File: src/gpt_consts.vh
`ifndef GPT_CONSTS_VH
`define GPT_CONSTS_VH

// ----------------------------------------------------------------
// register addresses on the special function register bus
// ----------------------------------------------------------------
`define GPT_ADDR_TCON       8'h88
`define GPT_ADDR_TIMER01_MODE_CONFIG       8'h89
`define GPT_ADDR_TL0        8'h8A
`define GPT_ADDR_TL1        8'h8B
`define GPT_ADDR_TH0        8'h8C
`define GPT_ADDR_TH1        8'h8D
`define GPT_ADDR_T2CTRL     8'hC8
`define GPT_ADDR_T2RLL      8'hCA
`define GPT_ADDR_T2RLH      8'hCB
`define GPT_ADDR_T2L        8'hCC
`define GPT_ADDR_T2H        8'hCD

// ----------------------------------------------------------------
// field positions
// ----------------------------------------------------------------
`define GPT_TCON_TF1        7
`define GPT_TCON_TR1        6
`define GPT_TCON_TF0        5
`define GPT_TCON_TR0        4
`define GPT_TIMER01_MODE_CONFIG_TIMER1_GATING_ENABLE      7
`define GPT_TIMER01_MODE_CONFIG_CT1        6
`define GPT_TIMER01_MODE_CONFIG_M1_HI      5
`define GPT_TIMER01_MODE_CONFIG_M1_LO      4
`define GPT_TIMER01_MODE_CONFIG_TIMER0_GATING_ENABLE      3
`define GPT_TIMER01_MODE_CONFIG_CT0        2
`define GPT_TIMER01_MODE_CONFIG_M0_HI      1
`define GPT_TIMER01_MODE_CONFIG_M0_LO      0
`define GPT_T2_TFH          7
`define GPT_T2_TFL          6
`define GPT_T2_LEN          5
`define GPT_T2_CEN          4
`define GPT_T2_SPLIT        3
`define GPT_T2_RUN          2
`define GPT_T2_XCLK         0

// ----------------------------------------------------------------
// modes, reset values, counts
// ----------------------------------------------------------------
`define GPT_MODE_13BIT      2'h0
`define GPT_MODE_16BIT      2'h1
`define GPT_MODE_RELOAD8    2'h2
`define GPT_MODE_SPLIT      2'h3
`define GPT_BYTE_RST        8'h00
`define GPT_BYTE_MAX        8'hFF
`define GPT_BYTE_ONE        8'h01
`define GPT_WORD_MAX        16'hFFFF
`define GPT_WORD_ONE        16'h0001
`define GPT_M13_MAX         13'h1FFF
`define GPT_M13_ONE         13'h0001
`define GPT_PRE_LAST        4'hB
`define GPT_PRE_ZERO        4'h0
`define GPT_PRE_ONE         4'h1
`define GPT_SYNC_IDLE       1'b1
`define GPT_NUM_SYNC        5

`endif

File: src/gpt_timers.v
`include "gpt_consts.vh"
`timescale 1ns/1ns
`default_nettype none

module gpt_timers (
	input  wire       core_clk,
	input  wire       srst,
	input  wire [7:0] sfr_addr,
	input  wire [7:0] sfr_wdata,
	input  wire       sfr_wr,
	input  wire       sfr_rd,
	output wire [7:0] sfr_rdata,
	input  wire       timer0_count_pin,
	input  wire       timer1_count_pin,
	input  wire       ext_osc_div8,
	input  wire       ext_irq0_input,
	input  wire       ext_irq1_input,
	input  wire       ext_irq0_polarity,
	input  wire       ext_irq1_polarity,
	input  wire       timer0_clock_select,
	input  wire       timer1_clock_select,
	input  wire       timer2_high_clock_select,
	input  wire       timer2_low_clock_select,
	input  wire       timer2_irq_enable,
	output wire       timer0_irq,
	output wire       timer1_irq,
	output wire       timer2_irq
);

	// ----------------------------------------------------------------
	// state
	// ----------------------------------------------------------------
	reg [7:0] rdata_r;
	reg [7:0] timer01_mode_config_r;
	reg [7:0] tl0_r, th0_r, tl1_r, th1_r;
	reg [7:0] t2l_r, t2h_r, t2rll_r, t2rlh_r;
	reg       tf0_r, tf1_r, tr0_r, tr1_r;
	reg       timer2_high_overflow_flag_r, timer2_low_overflow_flag_r, t2len_r, t2cen_r, timer2_split_select_r, tr2_r, timer2_ext_clock_select_r;
	reg       t2irq_r;
	reg [3:0] pre_cnt_r;
	reg       pre_tick_r;

	// ----------------------------------------------------------------
	// input synchronisers
	// ----------------------------------------------------------------
	wire [`GPT_NUM_SYNC-1:0] raw_in;
	wire [`GPT_NUM_SYNC-1:0] sync_lvl;
	wire [`GPT_NUM_SYNC-1:0] sync_fall;

	assign raw_in = {ext_irq1_input, ext_irq0_input, ext_osc_div8, timer1_count_pin, timer0_count_pin};

	genvar gi;
	generate
		for (gi = 0; gi < `GPT_NUM_SYNC; gi = gi + 1) begin : g_sync
			gpt_sync_edge u_sync (
				.core_clk   (core_clk),
				.srst       (srst),
				.async_in   (raw_in[gi]),
				.level_out  (sync_lvl[gi]),
				.fall_pulse (sync_fall[gi])
			);
		end
	endgenerate

	wire t0_pin_fall = sync_fall[0];
	wire t1_pin_fall = sync_fall[1];
	wire ext_fall    = sync_fall[2];
	wire irq0_active = (sync_lvl[3] == ext_irq0_polarity);
	wire irq1_active = (sync_lvl[4] == ext_irq1_polarity);

	// ----------------------------------------------------------------
	// system clock divided by 12
	// ----------------------------------------------------------------
	always @(posedge core_clk) begin
		if (srst) begin
			pre_cnt_r  <= `GPT_PRE_ZERO;
			pre_tick_r <= 1'b0;
		end else begin
			pre_tick_r <= (pre_cnt_r == `GPT_PRE_LAST);
			if (pre_cnt_r == `GPT_PRE_LAST)
				pre_cnt_r <= `GPT_PRE_ZERO;
			else
				pre_cnt_r <= pre_cnt_r + `GPT_PRE_ONE;
		end
	end

	// ----------------------------------------------------------------
	// timer 0 / timer 1 control decode
	// ----------------------------------------------------------------
	wire       timer1_gating_enable = timer01_mode_config_r[`GPT_TIMER01_MODE_CONFIG_TIMER1_GATING_ENABLE];
	wire       ct1   = timer01_mode_config_r[`GPT_TIMER01_MODE_CONFIG_CT1];
	wire [1:0] t1m   = timer01_mode_config_r[`GPT_TIMER01_MODE_CONFIG_M1_HI:`GPT_TIMER01_MODE_CONFIG_M1_LO];
	wire       timer0_gating_enable = timer01_mode_config_r[`GPT_TIMER01_MODE_CONFIG_TIMER0_GATING_ENABLE];
	wire       ct0   = timer01_mode_config_r[`GPT_TIMER01_MODE_CONFIG_CT0];
	wire [1:0] t0m   = timer01_mode_config_r[`GPT_TIMER01_MODE_CONFIG_M0_HI:`GPT_TIMER01_MODE_CONFIG_M0_LO];
	wire       t0_split = (t0m == `GPT_MODE_SPLIT);

	wire tbase0 = timer0_clock_select | pre_tick_r;
	wire tbase1 = timer1_clock_select | pre_tick_r;
	wire tick0  = ct0 ? t0_pin_fall : tbase0;
	wire tick1  = ct1 ? t1_pin_fall : tbase1;
	wire run0   = tr0_r & (~timer0_gating_enable | irq0_active);
	wire run1   = tr1_r & (~timer1_gating_enable | irq1_active);
	wire inc0   = run0 & tick0;
	// with timer 0 split, timer 1 has no external clock and runs by mode alone
	wire inc1   = t0_split ? tbase1 : (run1 & tick1);

	// {overflow, high, low} after one count in modes 0 to 2
	function [16:0] gpt_step;
		input [1:0] mode;
		input [7:0] lo;
		input [7:0] hi;
		reg   [12:0] c13;
		reg   [15:0] c16;
		begin
			c13 = {hi, lo[4:0]};
			c16 = {hi, lo};
			case (mode)
				`GPT_MODE_13BIT: begin
					c13 = c13 + `GPT_M13_ONE;
					gpt_step = {({hi, lo[4:0]} == `GPT_M13_MAX), c13[12:5], lo[7:5], c13[4:0]};
				end
				`GPT_MODE_16BIT: begin
					c16 = c16 + `GPT_WORD_ONE;
					gpt_step = {({hi, lo} == `GPT_WORD_MAX), c16};
				end
				`GPT_MODE_RELOAD8: begin
					if (lo == `GPT_BYTE_MAX)
						gpt_step = {1'b1, hi, hi};
					else
						gpt_step = {1'b0, hi, lo + `GPT_BYTE_ONE};
				end
				default: gpt_step = {1'b0, hi, lo};
			endcase
		end
	endfunction

	reg [7:0]  tl0_nxt, th0_nxt, tl1_nxt, th1_nxt;
	reg        tf0_set, tf1_set;
	reg [16:0] step0, step1;

	always @* begin
		tl0_nxt = tl0_r;
		th0_nxt = th0_r;
		tl1_nxt = tl1_r;
		th1_nxt = th1_r;
		tf0_set = 1'b0;
		tf1_set = 1'b0;
		step0   = gpt_step(t0m, tl0_r, th0_r);
		step1   = gpt_step(t1m, tl1_r, th1_r);
		if (t0_split) begin
			if (inc0) begin
				tl0_nxt = tl0_r + `GPT_BYTE_ONE;
				tf0_set = (tl0_r == `GPT_BYTE_MAX);
			end
			if (tr1_r & tbase0) begin
				th0_nxt = th0_r + `GPT_BYTE_ONE;
				tf1_set = (th0_r == `GPT_BYTE_MAX);
			end
		end else if (inc0) begin
			tl0_nxt = step0[7:0];
			th0_nxt = step0[15:8];
			tf0_set = step0[16];
		end
		if ((t1m != `GPT_MODE_SPLIT) && inc1) begin
			tl1_nxt = step1[7:0];
			th1_nxt = step1[15:8];
			if (!t0_split)
				tf1_set = step1[16];
		end
	end

	// ----------------------------------------------------------------
	// timer 2
	// ----------------------------------------------------------------
	// per-byte clock choice
	wire t2_slow  = timer2_ext_clock_select_r ? ext_fall : pre_tick_r;
	wire t2_tickl = timer2_low_clock_select | t2_slow;
	wire t2_tickh = timer2_high_clock_select | t2_slow;
	wire capture  = t2cen_r & ext_fall;

	reg [7:0]  t2l_nxt, t2h_nxt, t2rll_nxt, t2rlh_nxt;
	reg        t2h_set, t2l_set;
	reg [15:0] t2_inc;

	always @* begin
		t2l_nxt   = t2l_r;
		t2h_nxt   = t2h_r;
		t2rll_nxt = t2rll_r;
		t2rlh_nxt = t2rlh_r;
		t2h_set   = 1'b0;
		t2l_set   = 1'b0;
		t2_inc    = {t2h_r, t2l_r} + `GPT_WORD_ONE;
		if (timer2_split_select_r) begin
			if (t2_tickl) begin
				t2l_set = (t2l_r == `GPT_BYTE_MAX);
				t2l_nxt = t2l_set ? t2rll_r : t2l_r + `GPT_BYTE_ONE;
			end
			if (tr2_r & t2_tickh) begin
				t2h_set = (t2h_r == `GPT_BYTE_MAX);
				t2h_nxt = t2h_set ? t2rlh_r : t2h_r + `GPT_BYTE_ONE;
			end
		end else if (tr2_r & t2_tickl) begin
			t2l_set = (t2l_r == `GPT_BYTE_MAX);
			if ({t2h_r, t2l_r} == `GPT_WORD_MAX) begin
				t2h_set = 1'b1;
				t2l_nxt = t2rll_r;
				t2h_nxt = t2rlh_r;
			end else begin
				t2l_nxt = t2_inc[7:0];
				t2h_nxt = t2_inc[15:8];
			end
		end
		if (capture) begin
			t2rll_nxt = t2l_r;
			t2rlh_nxt = t2h_r;
			t2h_set   = 1'b1;
		end
	end

	// ----------------------------------------------------------------
	// register file: a bus write wins over counting, a hardware
	// flag set wins over a software clear in the same cycle
	// ----------------------------------------------------------------
	wire wr_tcon = sfr_wr & (sfr_addr == `GPT_ADDR_TCON);
	wire wr_t2c  = sfr_wr & (sfr_addr == `GPT_ADDR_T2CTRL);

	always @(posedge core_clk) begin
		if (srst) begin
			timer01_mode_config_r <= `GPT_BYTE_RST;
			tl0_r <= `GPT_BYTE_RST;
			th0_r <= `GPT_BYTE_RST;
			tl1_r <= `GPT_BYTE_RST;
			th1_r <= `GPT_BYTE_RST;
			t2l_r <= `GPT_BYTE_RST;
			t2h_r <= `GPT_BYTE_RST;
			t2rll_r <= `GPT_BYTE_RST;
			t2rlh_r <= `GPT_BYTE_RST;
			tf0_r <= 1'b0;
			tf1_r <= 1'b0;
			tr0_r <= 1'b0;
			tr1_r <= 1'b0;
			timer2_high_overflow_flag_r <= 1'b0;
			timer2_low_overflow_flag_r <= 1'b0;
			t2len_r <= 1'b0;
			t2cen_r <= 1'b0;
			timer2_split_select_r <= 1'b0;
			tr2_r <= 1'b0;
			timer2_ext_clock_select_r <= 1'b0;
		end else begin
			if (sfr_wr && sfr_addr == `GPT_ADDR_TIMER01_MODE_CONFIG)
				timer01_mode_config_r <= sfr_wdata;
			tl0_r <= (sfr_wr && sfr_addr == `GPT_ADDR_TL0) ? sfr_wdata : tl0_nxt;
			th0_r <= (sfr_wr && sfr_addr == `GPT_ADDR_TH0) ? sfr_wdata : th0_nxt;
			tl1_r <= (sfr_wr && sfr_addr == `GPT_ADDR_TL1) ? sfr_wdata : tl1_nxt;
			th1_r <= (sfr_wr && sfr_addr == `GPT_ADDR_TH1) ? sfr_wdata : th1_nxt;
			t2l_r <= (sfr_wr && sfr_addr == `GPT_ADDR_T2L) ? sfr_wdata : t2l_nxt;
			t2h_r <= (sfr_wr && sfr_addr == `GPT_ADDR_T2H) ? sfr_wdata : t2h_nxt;
			t2rll_r <= (sfr_wr && sfr_addr == `GPT_ADDR_T2RLL) ? sfr_wdata : t2rll_nxt;
			t2rlh_r <= (sfr_wr && sfr_addr == `GPT_ADDR_T2RLH) ? sfr_wdata : t2rlh_nxt;
			tf0_r <= tf0_set | (wr_tcon ? sfr_wdata[`GPT_TCON_TF0] : tf0_r);
			tf1_r <= tf1_set | (wr_tcon ? sfr_wdata[`GPT_TCON_TF1] : tf1_r);
			if (wr_tcon) begin
				tr0_r <= sfr_wdata[`GPT_TCON_TR0];
				tr1_r <= sfr_wdata[`GPT_TCON_TR1];
			end
			// only a software write can clear these
			timer2_high_overflow_flag_r <= t2h_set | (wr_t2c ? sfr_wdata[`GPT_T2_TFH] : timer2_high_overflow_flag_r);
			timer2_low_overflow_flag_r <= t2l_set | (wr_t2c ? sfr_wdata[`GPT_T2_TFL] : timer2_low_overflow_flag_r);
			if (wr_t2c) begin
				t2len_r   <= sfr_wdata[`GPT_T2_LEN];
				t2cen_r   <= sfr_wdata[`GPT_T2_CEN];
				timer2_split_select_r <= sfr_wdata[`GPT_T2_SPLIT];
				tr2_r     <= sfr_wdata[`GPT_T2_RUN];
				timer2_ext_clock_select_r  <= sfr_wdata[`GPT_T2_XCLK];
			end
		end
	end

	// ----------------------------------------------------------------
	// read port and interrupt request
	// ----------------------------------------------------------------
	always @(posedge core_clk) begin
		if (srst) begin
			rdata_r <= `GPT_BYTE_RST;
			t2irq_r <= 1'b0;
		end else begin
			// enabled level request follows the high flag, and the low flag only with t2len_r set, one cycle behind
			t2irq_r <= timer2_irq_enable & (timer2_high_overflow_flag_r | (t2len_r & timer2_low_overflow_flag_r));
			if (sfr_rd) begin
				case (sfr_addr)
					`GPT_ADDR_TCON:   rdata_r <= {tf1_r, tr1_r, tf0_r, tr0_r, 4'h0};
					`GPT_ADDR_TIMER01_MODE_CONFIG:   rdata_r <= timer01_mode_config_r;
					`GPT_ADDR_TL0:    rdata_r <= tl0_r;
					`GPT_ADDR_TL1:    rdata_r <= tl1_r;
					`GPT_ADDR_TH0:    rdata_r <= th0_r;
					`GPT_ADDR_TH1:    rdata_r <= th1_r;
					`GPT_ADDR_T2CTRL: rdata_r <= {timer2_high_overflow_flag_r, timer2_low_overflow_flag_r, t2len_r, t2cen_r, timer2_split_select_r, tr2_r, 1'b0, timer2_ext_clock_select_r};
					`GPT_ADDR_T2RLL:  rdata_r <= t2rll_r;
					`GPT_ADDR_T2RLH:  rdata_r <= t2rlh_r;
					`GPT_ADDR_T2L:    rdata_r <= t2l_r;
					`GPT_ADDR_T2H:    rdata_r <= t2h_r;
					default:          rdata_r <= `GPT_BYTE_RST;
				endcase
			end
		end
	end

	assign sfr_rdata  = rdata_r;
	assign timer0_irq = tf0_r;
	assign timer1_irq = tf1_r;
	assign timer2_irq = t2irq_r;

endmodule // gpt_timers

`default_nettype wire

File: src/gpt_sync_edge.v
`include "gpt_consts.vh"
`timescale 1ns/1ns
`default_nettype none

// ----------------------------------------------------------------
// two-flop synchroniser with falling edge detect
// ----------------------------------------------------------------
module gpt_sync_edge (
	input  wire core_clk,
	input  wire srst,
	input  wire async_in,
	output wire level_out,
	output wire fall_pulse
);

	reg meta_r;
	reg sync_r;
	reg prev_r;

	// idle high after reset so a held-high pin gives no false edge; a held-low pin gives one falling edge
	always @(posedge core_clk) begin
		if (srst) begin
			meta_r <= `GPT_SYNC_IDLE;
			sync_r <= `GPT_SYNC_IDLE;
			prev_r <= `GPT_SYNC_IDLE;
		end else begin
			meta_r <= async_in;
			sync_r <= meta_r;
			prev_r <= sync_r;
		end
	end

	assign level_out  = sync_r;
	assign fall_pulse = prev_r & ~sync_r;

endmodule // gpt_sync_edge

`default_nettype wire

File: config.mk
export PLATFORM = sky130hd
export DESIGN_NAME = gpt_timers
export DESIGN_NICKNAME = d
export VERILOG_FILES = /design/src/gpt_timers.v /design/src/gpt_sync_edge.v
export VERILOG_INCLUDE_DIRS = /design/src
export SDC_FILE = /design/constraint.sdc
export NUM_CORES = 1
export LEC_CHECK = 0
export BUFFER_PORTS_ARGS = -buffer_cell sky130_fd_sc_hd__buf_2
export CORE_MARGIN = 2
export CORE_UTILIZATION = 45
export DETAILED_ROUTE_END_ITERATION = 10
export PLACE_DENSITY = 0.7
export RECOVER_POWER = 100
export SYNTH_ARGS = -nofsm -noshare
export SYNTH_HDL_FRONTEND = slang
export SYNTH_HIERARCHICAL = 1
export SYNTH_SLANG_ARGS = --single-unit
File: constraint.sdc
create_clock -name core_clk -period 4.6 [get_ports core_clk]
set_input_delay 0.46 -clock core_clk [delete_from_list [all_inputs] [get_ports core_clk]]
set_output_delay 0.46 -clock core_clk [all_outputs]
set_load 0.1 [all_outputs]
# Word-level counts from Yosys, hierarchy flattened
# Index checks and enable logic that the tools add are counted.
# totals
output_inout_bits	11
inputBits	32
wordCells	209
regBits	110
# classes
mux	56
n_reduce_logical	35
eq_ne	37
n_bitwise	31
addsub	11
# op_table
cell	count
8-bit two-way mux	28
8-bit == test, second input constant	16
17-bit case mux with 3 select lines	2
8-bit case mux with 11 select lines	1
16-bit by 1-bit adder with 16-bit output, second input constant	3
16-bit == test, second input constant	3
8-bit by 1-bit adder with 8-bit output, second input constant	5
17-bit two-way mux	2
13-bit by 1-bit adder with 13-bit output, second input constant	2
13-bit == test, second input constant	2
1-bit two-way mux	23
1-bit bitwise AND	15
3-bit nonzero test	5
4-bit nonzero test	3
1-bit bitwise OR	11
1-bit logical AND	10
2-bit nonzero test	5
3-bit by 1-bit inequality test with 1-bit output, second input constant	3
3-bit AND reduction	3
2-bit AND reduction	4
2-bit == test, second input constant	3
2-bit inequality test, second input constant	3
3-bit inequality test, second input constant	2
1-bit inverter	5
other kinds (8)	11

# Longest topological paths before layout
# Gate-level depths: netlist (run 1).
# logic_depth
ltp_word	9
ltp_mapped	9
mapped_depth_nobuf	8

# Cells and area by module
# Netlist (run 1), hierarchy kept.
# by_module_without_submodules
module	area_each_um2	seq_area_each_um2	n_inst	cells_each
gpt_timers	7009.2	1941.9	1	935
gpt_sync_edge	85.1	60.1	5	7

# Least setup slack after synthesis (run 1)
# No wires, ideal clock.
# synth_timing
path_type	register to register
startpoint	reg timer01_mode_config_r[0]
endpoint	reg tl1_r[6] (netlist: gpt_step.lo[6])
stages_incl_launch_ff	8
slack_ns	2.385
setup_time_ns	0.088
required_ns	4.512
synth_period_minus_slack_ns	2.215
n_path_buf	0
arrival_ns	2.126
cell_sequence	dfxtp_1 ha_1 nand2b_1 a21oi_2 o21ai_2 or3b_4 or4_4 a311oi_2
# synth_via
elab_chain_cells	5
# synth_lines
item	line_no	rtl
from (decl)	gpt_timers.v:34	reg [7:0] timer01_mode_config_r;
from (signal assigned)	gpt_timers.v:230	timer01_mode_config_r <= `GPT_BYTE_RST;
from (signal assigned)	gpt_timers.v:252	timer01_mode_config_r <= sfr_wdata;
2-bit == test (no source line)	--	
1-bit two-way mux	gpt_timers.v:106	wire inc1 = t0_split ? tbase1 : (run1 & tick1);
1-bit logical AND	gpt_timers.v:165	if ((t1m != `GPT_MODE_SPLIT) && inc1) begin
2-bit nonzero test (no source line)	--	
3-bit AND reduction (no source line)	--	
to (signal assigned)	gpt_timers.v:233	tl1_r <= `GPT_BYTE_RST;
to (signal assigned)	gpt_timers.v:255	tl1_r <= (sfr_wr && sfr_addr == `GPT_ADDR_TL1) ? sfr_wdata : tl1_nxt;
to (decl)	gpt_timers.v:35	reg [7:0] tl0_r, th0_r, tl1_r, th1_r;
# No other way between the ends.
# A chain may end at the register's enable or synchronous reset.

# Final worst setup path (run 1)
# layout_timing
startpoint	in sfr_addr[6]
endpoint	reg timer01_mode_config_r[6]
# layout_via
elab_chain_cells	2
# layout_lines
item	line_no	rtl
from (decl)	gpt_timers.v:8	input wire [7:0] sfr_addr,
8-bit == test	--	
1-bit logical AND (no source line)	--	
# No other way between the ends.

==> PnR_summary.wiki, run 1 <==
{| class="wikitable"
! Metric !! Value
|-
| Effective utilization at floorplan || 46.2%
|-
| Final HPWL DP || 17000 um
|-
| Maximum fanout along the worst path || 37
|-
| Cell area after synthesis || 7370 sq um
|-
| Vias in the first global route || 6790
|-
| CTS Buffer Depth || 2
|-
| Number of optimization iterations in the first detailed-route pass || 6
|-
| Number of core rows || 46
|-
| Gr usage total || 27.5%
|-
| Syn avg cell area || 7.64 sq um
|-
| I/O Pins || 43
|-
| Post-route setup slack || 1.25 ns
|-
| CTS tree || built
|-
| Clock Tree Root || clkbuf_16
|-
| Fin Setup TNS || 0 ns
|-
| Fraction of the core area covered by cells at the end of the flow || 49.5%
|-
| Die extent in y || 132 um
|-
| Data arrival time at the worst-slack endpoint || 3.50 ns
|-
| Overflow after GRT || 0
|-
| Achievable frequency || 298 MHz
|-
| Worst setup EP type || flop
|-
| Final critical-path share of the clock period || 72.9%
|-
| Min cycle time layout || 3.35 ns
|-
| Met2 routing resource usage after global routing || 41.3%
|-
| Number of CTS-inserted buffers || 9
|-
| CP Launch Point || sfr_addr[6]
|-
| CTS H-tree depth || 3
|-
| Required time of the critical path || 4.75 ns
|-
| GR peak layer || met2
|-
| Net Count, Synth || 1012
|-
| Max-slew headroom || -47.2%
|-
| Power density of the placed cells || 251 nW/um^2
|-
| Number of max-cap violations || 3
|-
| Setup repair after global routing missed its margin || no
|-
| Met1 GRT Util || 38.7%
|-
| WL per Instance || 20.8 um
|-
| NumNets Final || 999
|-
| Count of hold buffers inserted by post-cts repair || 0
|-
| Count of input and output buffers || 42
|-
| Most used cells in the layout excluding fill and tap cells || nand2_1, dfxtp_1, nor2_1
|-
| Worst hold-check slack || 0.268 ns
|-
| Area delta synth->final || 7.03%
|-
| Leading cell type in the layout, fill and taps excluded || nand2_1
|-
| Clock network latency to the later pin of the worst-skew pair || 0.37 ns
|-
| Pin count of the biggest net entering global routing || 50
|-
| Worst-margin pin slew || 2.21 ns
|-
| Setup CP Type || input port to flop
|-
| Die Area || 17400 sq um
|-
| Placer Congestion || 0.982
|-
| Count of clock tree sinks || 110
|-
| Placement-stage worst setup slack || 1.77 ns
|-
| Placeable core region || 15900 sq um
|-
| Hold Path Class || input port to flop
|-
| Finish-stage setup viols || 0
|-
| Leak Pwr || 2.66 nW
|-
| Total via count in the routed design || 7617
|-
| Hold violation total from the final report || 0
|-
| Violated checks || capacitance limit, slew limit
|-
| Outcome || finished with violations
|-
| Die Width || 132 um
|-
| Antenna viol nets, final || 0
|-
| Critical path startpoint category || input port
|-
| Ratio of cells with drive above 1 in the final layout || 7.76%
|-
| Clock Skews || 0.0102 ns
|-
| Post-synthesis instance total || 964
|-
| Number of remaining DRC errors || 0
|-
| Via-per-instance ratio || 6.50
|-
| IR drop worst, VDD || 0.205 mV
|-
| Setup bufs post-CTS || 0
|-
| CTS clk-pin slew, worst paths || 0.07 ns
|-
| Synthesis warning total || 6
|-
| Met3 Track Usage GR || 5.77%
|-
| Final routed wirelength across all metal layers || 24300 um
|-
| Hold_sp || ext_osc_div8
|-
| Reg-to-reg startpoint || t2l_r[0]
|-
| Violation count after the first detailed-routing iteration || 1160
|-
| Max-slew violation count || 99
|-
| Resized Gates After CTS || 0
|-
| Antenna violations before repair || 1
|-
| Global-route wire length before repair || 38400 um
|}
## power by group
group	switching, mW	leakage (nW)	internal (mW)
Sequential	0.00507	0.889	0.960
Clock	0.370	0.155	0.527
Combinational	0.0852	1.62	0.0345
## worst max-delay path: stages
cell and delay [ns]:
clkbuf_1 0.63, nor4b_1 1.59, nand2_1 0.53, nand2_1 0.19, a21oi_1 0.07
## final timing paths
| path | cells past startpoint | endpoint | slack [ns] |
|---|---|---|---|
| max | 5 | timer01_mode_config_r[6] | 1.25 |
| max reg2reg | 7 | t2l_r[5] | 1.43 |
| min | 2 | g_sync[2].u_sync/meta_r | 0.27 |
| min reg2reg | 1 | g_sync[1].u_sync/level_out | 0.41 |
## area by class of cell
cell class | instances | area [sq um]
clock inverters | 4 | 97.6
multi-input cells | 767 | 4800
flip-flops and latches | 110 | 2200
diodes | 1 | 2.50
well taps | 216 | 270
clock buffers | 10 | 229
inverters | 17 | 63.8
fillers | 1591 | 8060
repair buffers | 46 | 220
## through the flow
step                      area, sq um  total power, mW  cells
after global routing             7890             2.03   1171
final                            7890             1.98   1171
after detailed placement         7610             1.10   1156
after CTS                        7930             1.99   1170
after floorplan                  7370             1.06    964
after global placement           7610             1.10   1156
## layer usage
layer / vias up / share of wire (%)
li1: 3561 / -
met1: 3541 / 43
met2: 448 / 43
met3: 67 / 10
met4: 0 / 3.6
met5: - / 0
(Power assumes the default switching activity.)
==> inputs of run 2 (changes only) <==
- clock period: 4.6 -> 3.35 ns (I/O delays scaled with it)
==> run 2 against run 1 <==
Effect of this change: the run now ends clean; clock power up 27%; register-to-register slack lost 0.87 ns; critical path depth grew 2; hold slack worse by 0.12 ns; via count is 0.45% higher; largest cell class unchanged; flip-flop and latch count unchanged; clock skew fell by 0.0016 ns; final cell count grew 0.60%; critical path type is now flop to flop.
==> PnR_summary.wiki, run 2 (synthesis gave the netlist of run 1 again) <==
{| class="wikitable"
! Metric !! Value
|-
| WL per Instance || 20.6 um (was 20.8 um)
|-
| Vias in the first global route || 6614 (was 6790)
|-
| Area delta synth->final || 7.30% (was 7.03%)
|-
| Final critical-path share of the clock period || 83.3%
|-
| Fillers || 1589 (was 1591)
|-
| Total via count in the routed design || 7651 (was 7617)
|-
| Overflow after GRT || 0 (unchanged)
|-
| Proportion of power drawn by combinational gates || 6.3% (was 6.0%)
|-
| Power Total || 2.63 mW (was 1.98 mW)
|-
| Clock network latency to the later pin of the worst-skew pair || 0.36 ns (was 0.37 ns)
|-
| P_int || 1.99 mW (was 1.52 mW)
|-
| Hold Path Class || input port to flop (unchanged)
|-
| CTS Buffer Depth || 2 (unchanged)
|-
| Number of remaining DRC errors || 0 (unchanged)
|-
| Setup CP Type || flop to flop (was input port to flop)
|-
| Leading cell type in the layout, fill and taps excluded || nand2_1 (unchanged)
|-
| Effective utilization at floorplan || 46.2% (unchanged)
|-
| Largest stage delay, worst path || 0.54 ns (was 1.59 ns)
|-
| Leak Pwr || 2.68 nW (was 2.66 nW)
|-
| Ratio of cells with drive above 1 in the final layout || 8.22% (was 7.76%)
|-
| Finish-stage setup viols || 0 (unchanged)
|-
| Min cycle time layout || 2.79 ns
|-
| Clock Tree Root || clkbuf_16 (unchanged)
|-
| CTS clk-pin slew, worst paths || 0.08 ns (was 0.07 ns)
|-
| Number of cells on the worst hold path || 2 (unchanged)
|-
| Register-to-register setup slack || 0.56 ns (was 1.43 ns)
|-
| Required time of the critical path || 3.63 ns (was 4.75 ns)
|-
| Clock Skews || 0.00864 ns (was 0.0102 ns)
|-
| Die Width || 132 um (unchanged)
|-
| Maximum fanout along the worst path || 15 (was 37)
|-
| CTS tree || built (unchanged)
|-
| Number of buffers and inverters on the critical path || 0 (was 1)
|-
| Reg power frac || 50.4% (was 48.7%)
|-
| Die extent in y || 132 um (unchanged)
|-
| Count of input and output buffers || 42 (unchanged)
|-
| Data arrival time at the worst-slack endpoint || 3.07 ns (was 3.50 ns)
|-
| Max-slew violation count || 0 (was 99)
|-
| Gr usage total || 27.4% (was 27.5%)
|-
| NumNets Final || 1004 (was 999)
|-
| Placer Congestion || 0.969 (was 0.982)
|-
| Number of max-cap violations || 0 (was 3)
|-
| Dpl cells || 1161 (was 1156)
|-
| Fin Setup TNS || 0 ns (unchanged)
|-
| Pin count of the biggest net entering global routing || 66 (was 50)
|-
| Critical path's slowest cell || or4_1 (was nor4b_1)
|-
| Final HPWL DP || 17200 um (was 17000 um)
|-
| Die Area || 17400 sq um (unchanged)
|-
| Setup repair after global routing missed its margin || no (unchanged)
|-
| Antenna violations before repair || 1 (unchanged)
|-
| Outcome || completed (was finished with violations)
|-
| Sw frac || 24.2% (was 23.2%)
|-
| Post-route non-filler standard cell count || 1178 (was 1171)
|-
| Global-route wire length before repair || 38000 um (was 38400 um)
|-
| Worst hold-check slack || 0.151 ns (was 0.268 ns)
|-
| Resized Gates After CTS || 0 (unchanged)
|-
| Number of CTS-inserted buffers || 9 (unchanged)
|-
| Worst setup EP type || flop (unchanged)
|-
| Hold violation total from the final report || 0 (unchanged)
|-
| Number of optimization iterations in the first detailed-route pass || 5 (was 6)
|-
| Final routed wirelength across all metal layers || 24300 um (about the same)
|-
| Setup bufs post-CTS || 0 (unchanged)
|-
| IR drop worst, VDD || 0.298 mV (was 0.205 mV)
|-
| Number of core rows || 46 (unchanged)
|-
| Switching power of the nets || 0.637 mW (was 0.460 mW)
|-
| Dominant delay contributor by cell family on the critical path || simple AND/OR/NAND/NOR gates (unchanged)
|-
| Count of clock tree sinks || 110 (unchanged)
|-
| Count of hold buffers inserted by post-cts repair || 0 (unchanged)
|-
| Depth of the most critical reg-to-reg path || 7 (unchanged)
|-
| Crit-path cells || ha_1 -> nand2b_1 -> a21oi_1 -> o21ai_0 -> or3b_1 -> or4_1 -> a311oi_2 (was clkbuf_1 -> nor4b_1 -> nand2_1 -> nand2_1 -> a21oi_1)
|-
| Power density of the placed cells || 332 nW/um^2 (was 251 nW/um^2)
|-
| Worst-margin pin slew || 1.18 ns (was 2.21 ns)
|-
| Cell count along the critical path || 7 (was 5)
|-
| Antenna viol nets, final || 0 (unchanged)
|-
| Achievable frequency || 358 MHz
|-
| Most used cells in the layout excluding fill and tap cells || nand2_1, dfxtp_1, nor2_1 (unchanged)
|-
| CTS H-tree depth || 3 (unchanged)
|-
| Via-per-instance ratio || 6.49 (was 6.50)
|-
| Fraction of the core area covered by cells at the end of the flow || 49.6% (was 49.5%)
|-
| Critical path startpoint category || flop (was input port)
|-
| I/O Pins || 43 (unchanged)
|-
| Part of the power in the clock network || 43.3% (was 45.3%)
|-
| Max-slew headroom || 22.0% (was -47.2%)
|-
| Placeable core region || 15900 sq um (unchanged)
|-
| Violation count after the first detailed-routing iteration || 986 (was 1160)
|}
run 2: cell types whose count changed in the layout (fill, tap and decap cells not counted), moves of 2 or more:
cell,before,now
buf_4,3,8
and2_0,2,4
and2_1,5,3
bufinv_16,3,1
clkbuf_8,0,2
clkinv_4,0,2
run 2: routing by layer:
layer / routed length [um] / track usage (%)
met4: 745 / 8.51
met3: 2470 / 5.23
met5: 0 / 0
met1: 10500 / 38.8
met2: 10500 / 42.0
run 2: worst paths after layout:
| check | start | end |
|---|---|---|
| hold / removal | ext_osc_div8 | g_sync[2].u_sync/meta_r |
| setup / recovery | timer01_mode_config_r[0] | gpt_step.lo[6] |
| hold reg to reg | g_sync[0].u_sync/meta_r | g_sync[0].u_sync/level_out |
| setup reg to reg | timer01_mode_config_r[0] | gpt_step.lo[6] |
run 2: area by class of cell:
cell class / count / area (sq um) / area share (%)
multi-input combinational: 767 / 4800 / 60.7
sequential: 110 / 2200 / 27.8
tap: 216 / 270 / 3.42
timing repair buffer: 51 / 258 / 3.26
clock buffer: 12 / 256 / 3.24
inverter: 17 / 63.8 / 0.807
clock inverter: 4 / 55.1 / 0.696
antenna: 1 / 2.50 / 0.0316
run 2: through the flow:
stage	area [sq um]	setup WS (ns)
after floorplan	7370	1.14
after CTS	7960	0.785
final	7910	0.560
after detailed placement	7640	0.800
after global routing	7910	0.337
after global placement	7640	0.872
run 2: power by group through the flow:
stage	clock network (mW)	registers (mW)	logic (mW)
floorplan	0	1.35	0.0988
CTS	1.16	1.32	0.164
finish	1.14	1.32	0.165
global route	1.20	1.33	0.176
detailed placement	0	1.36	0.163
global placement	0	1.36	0.161
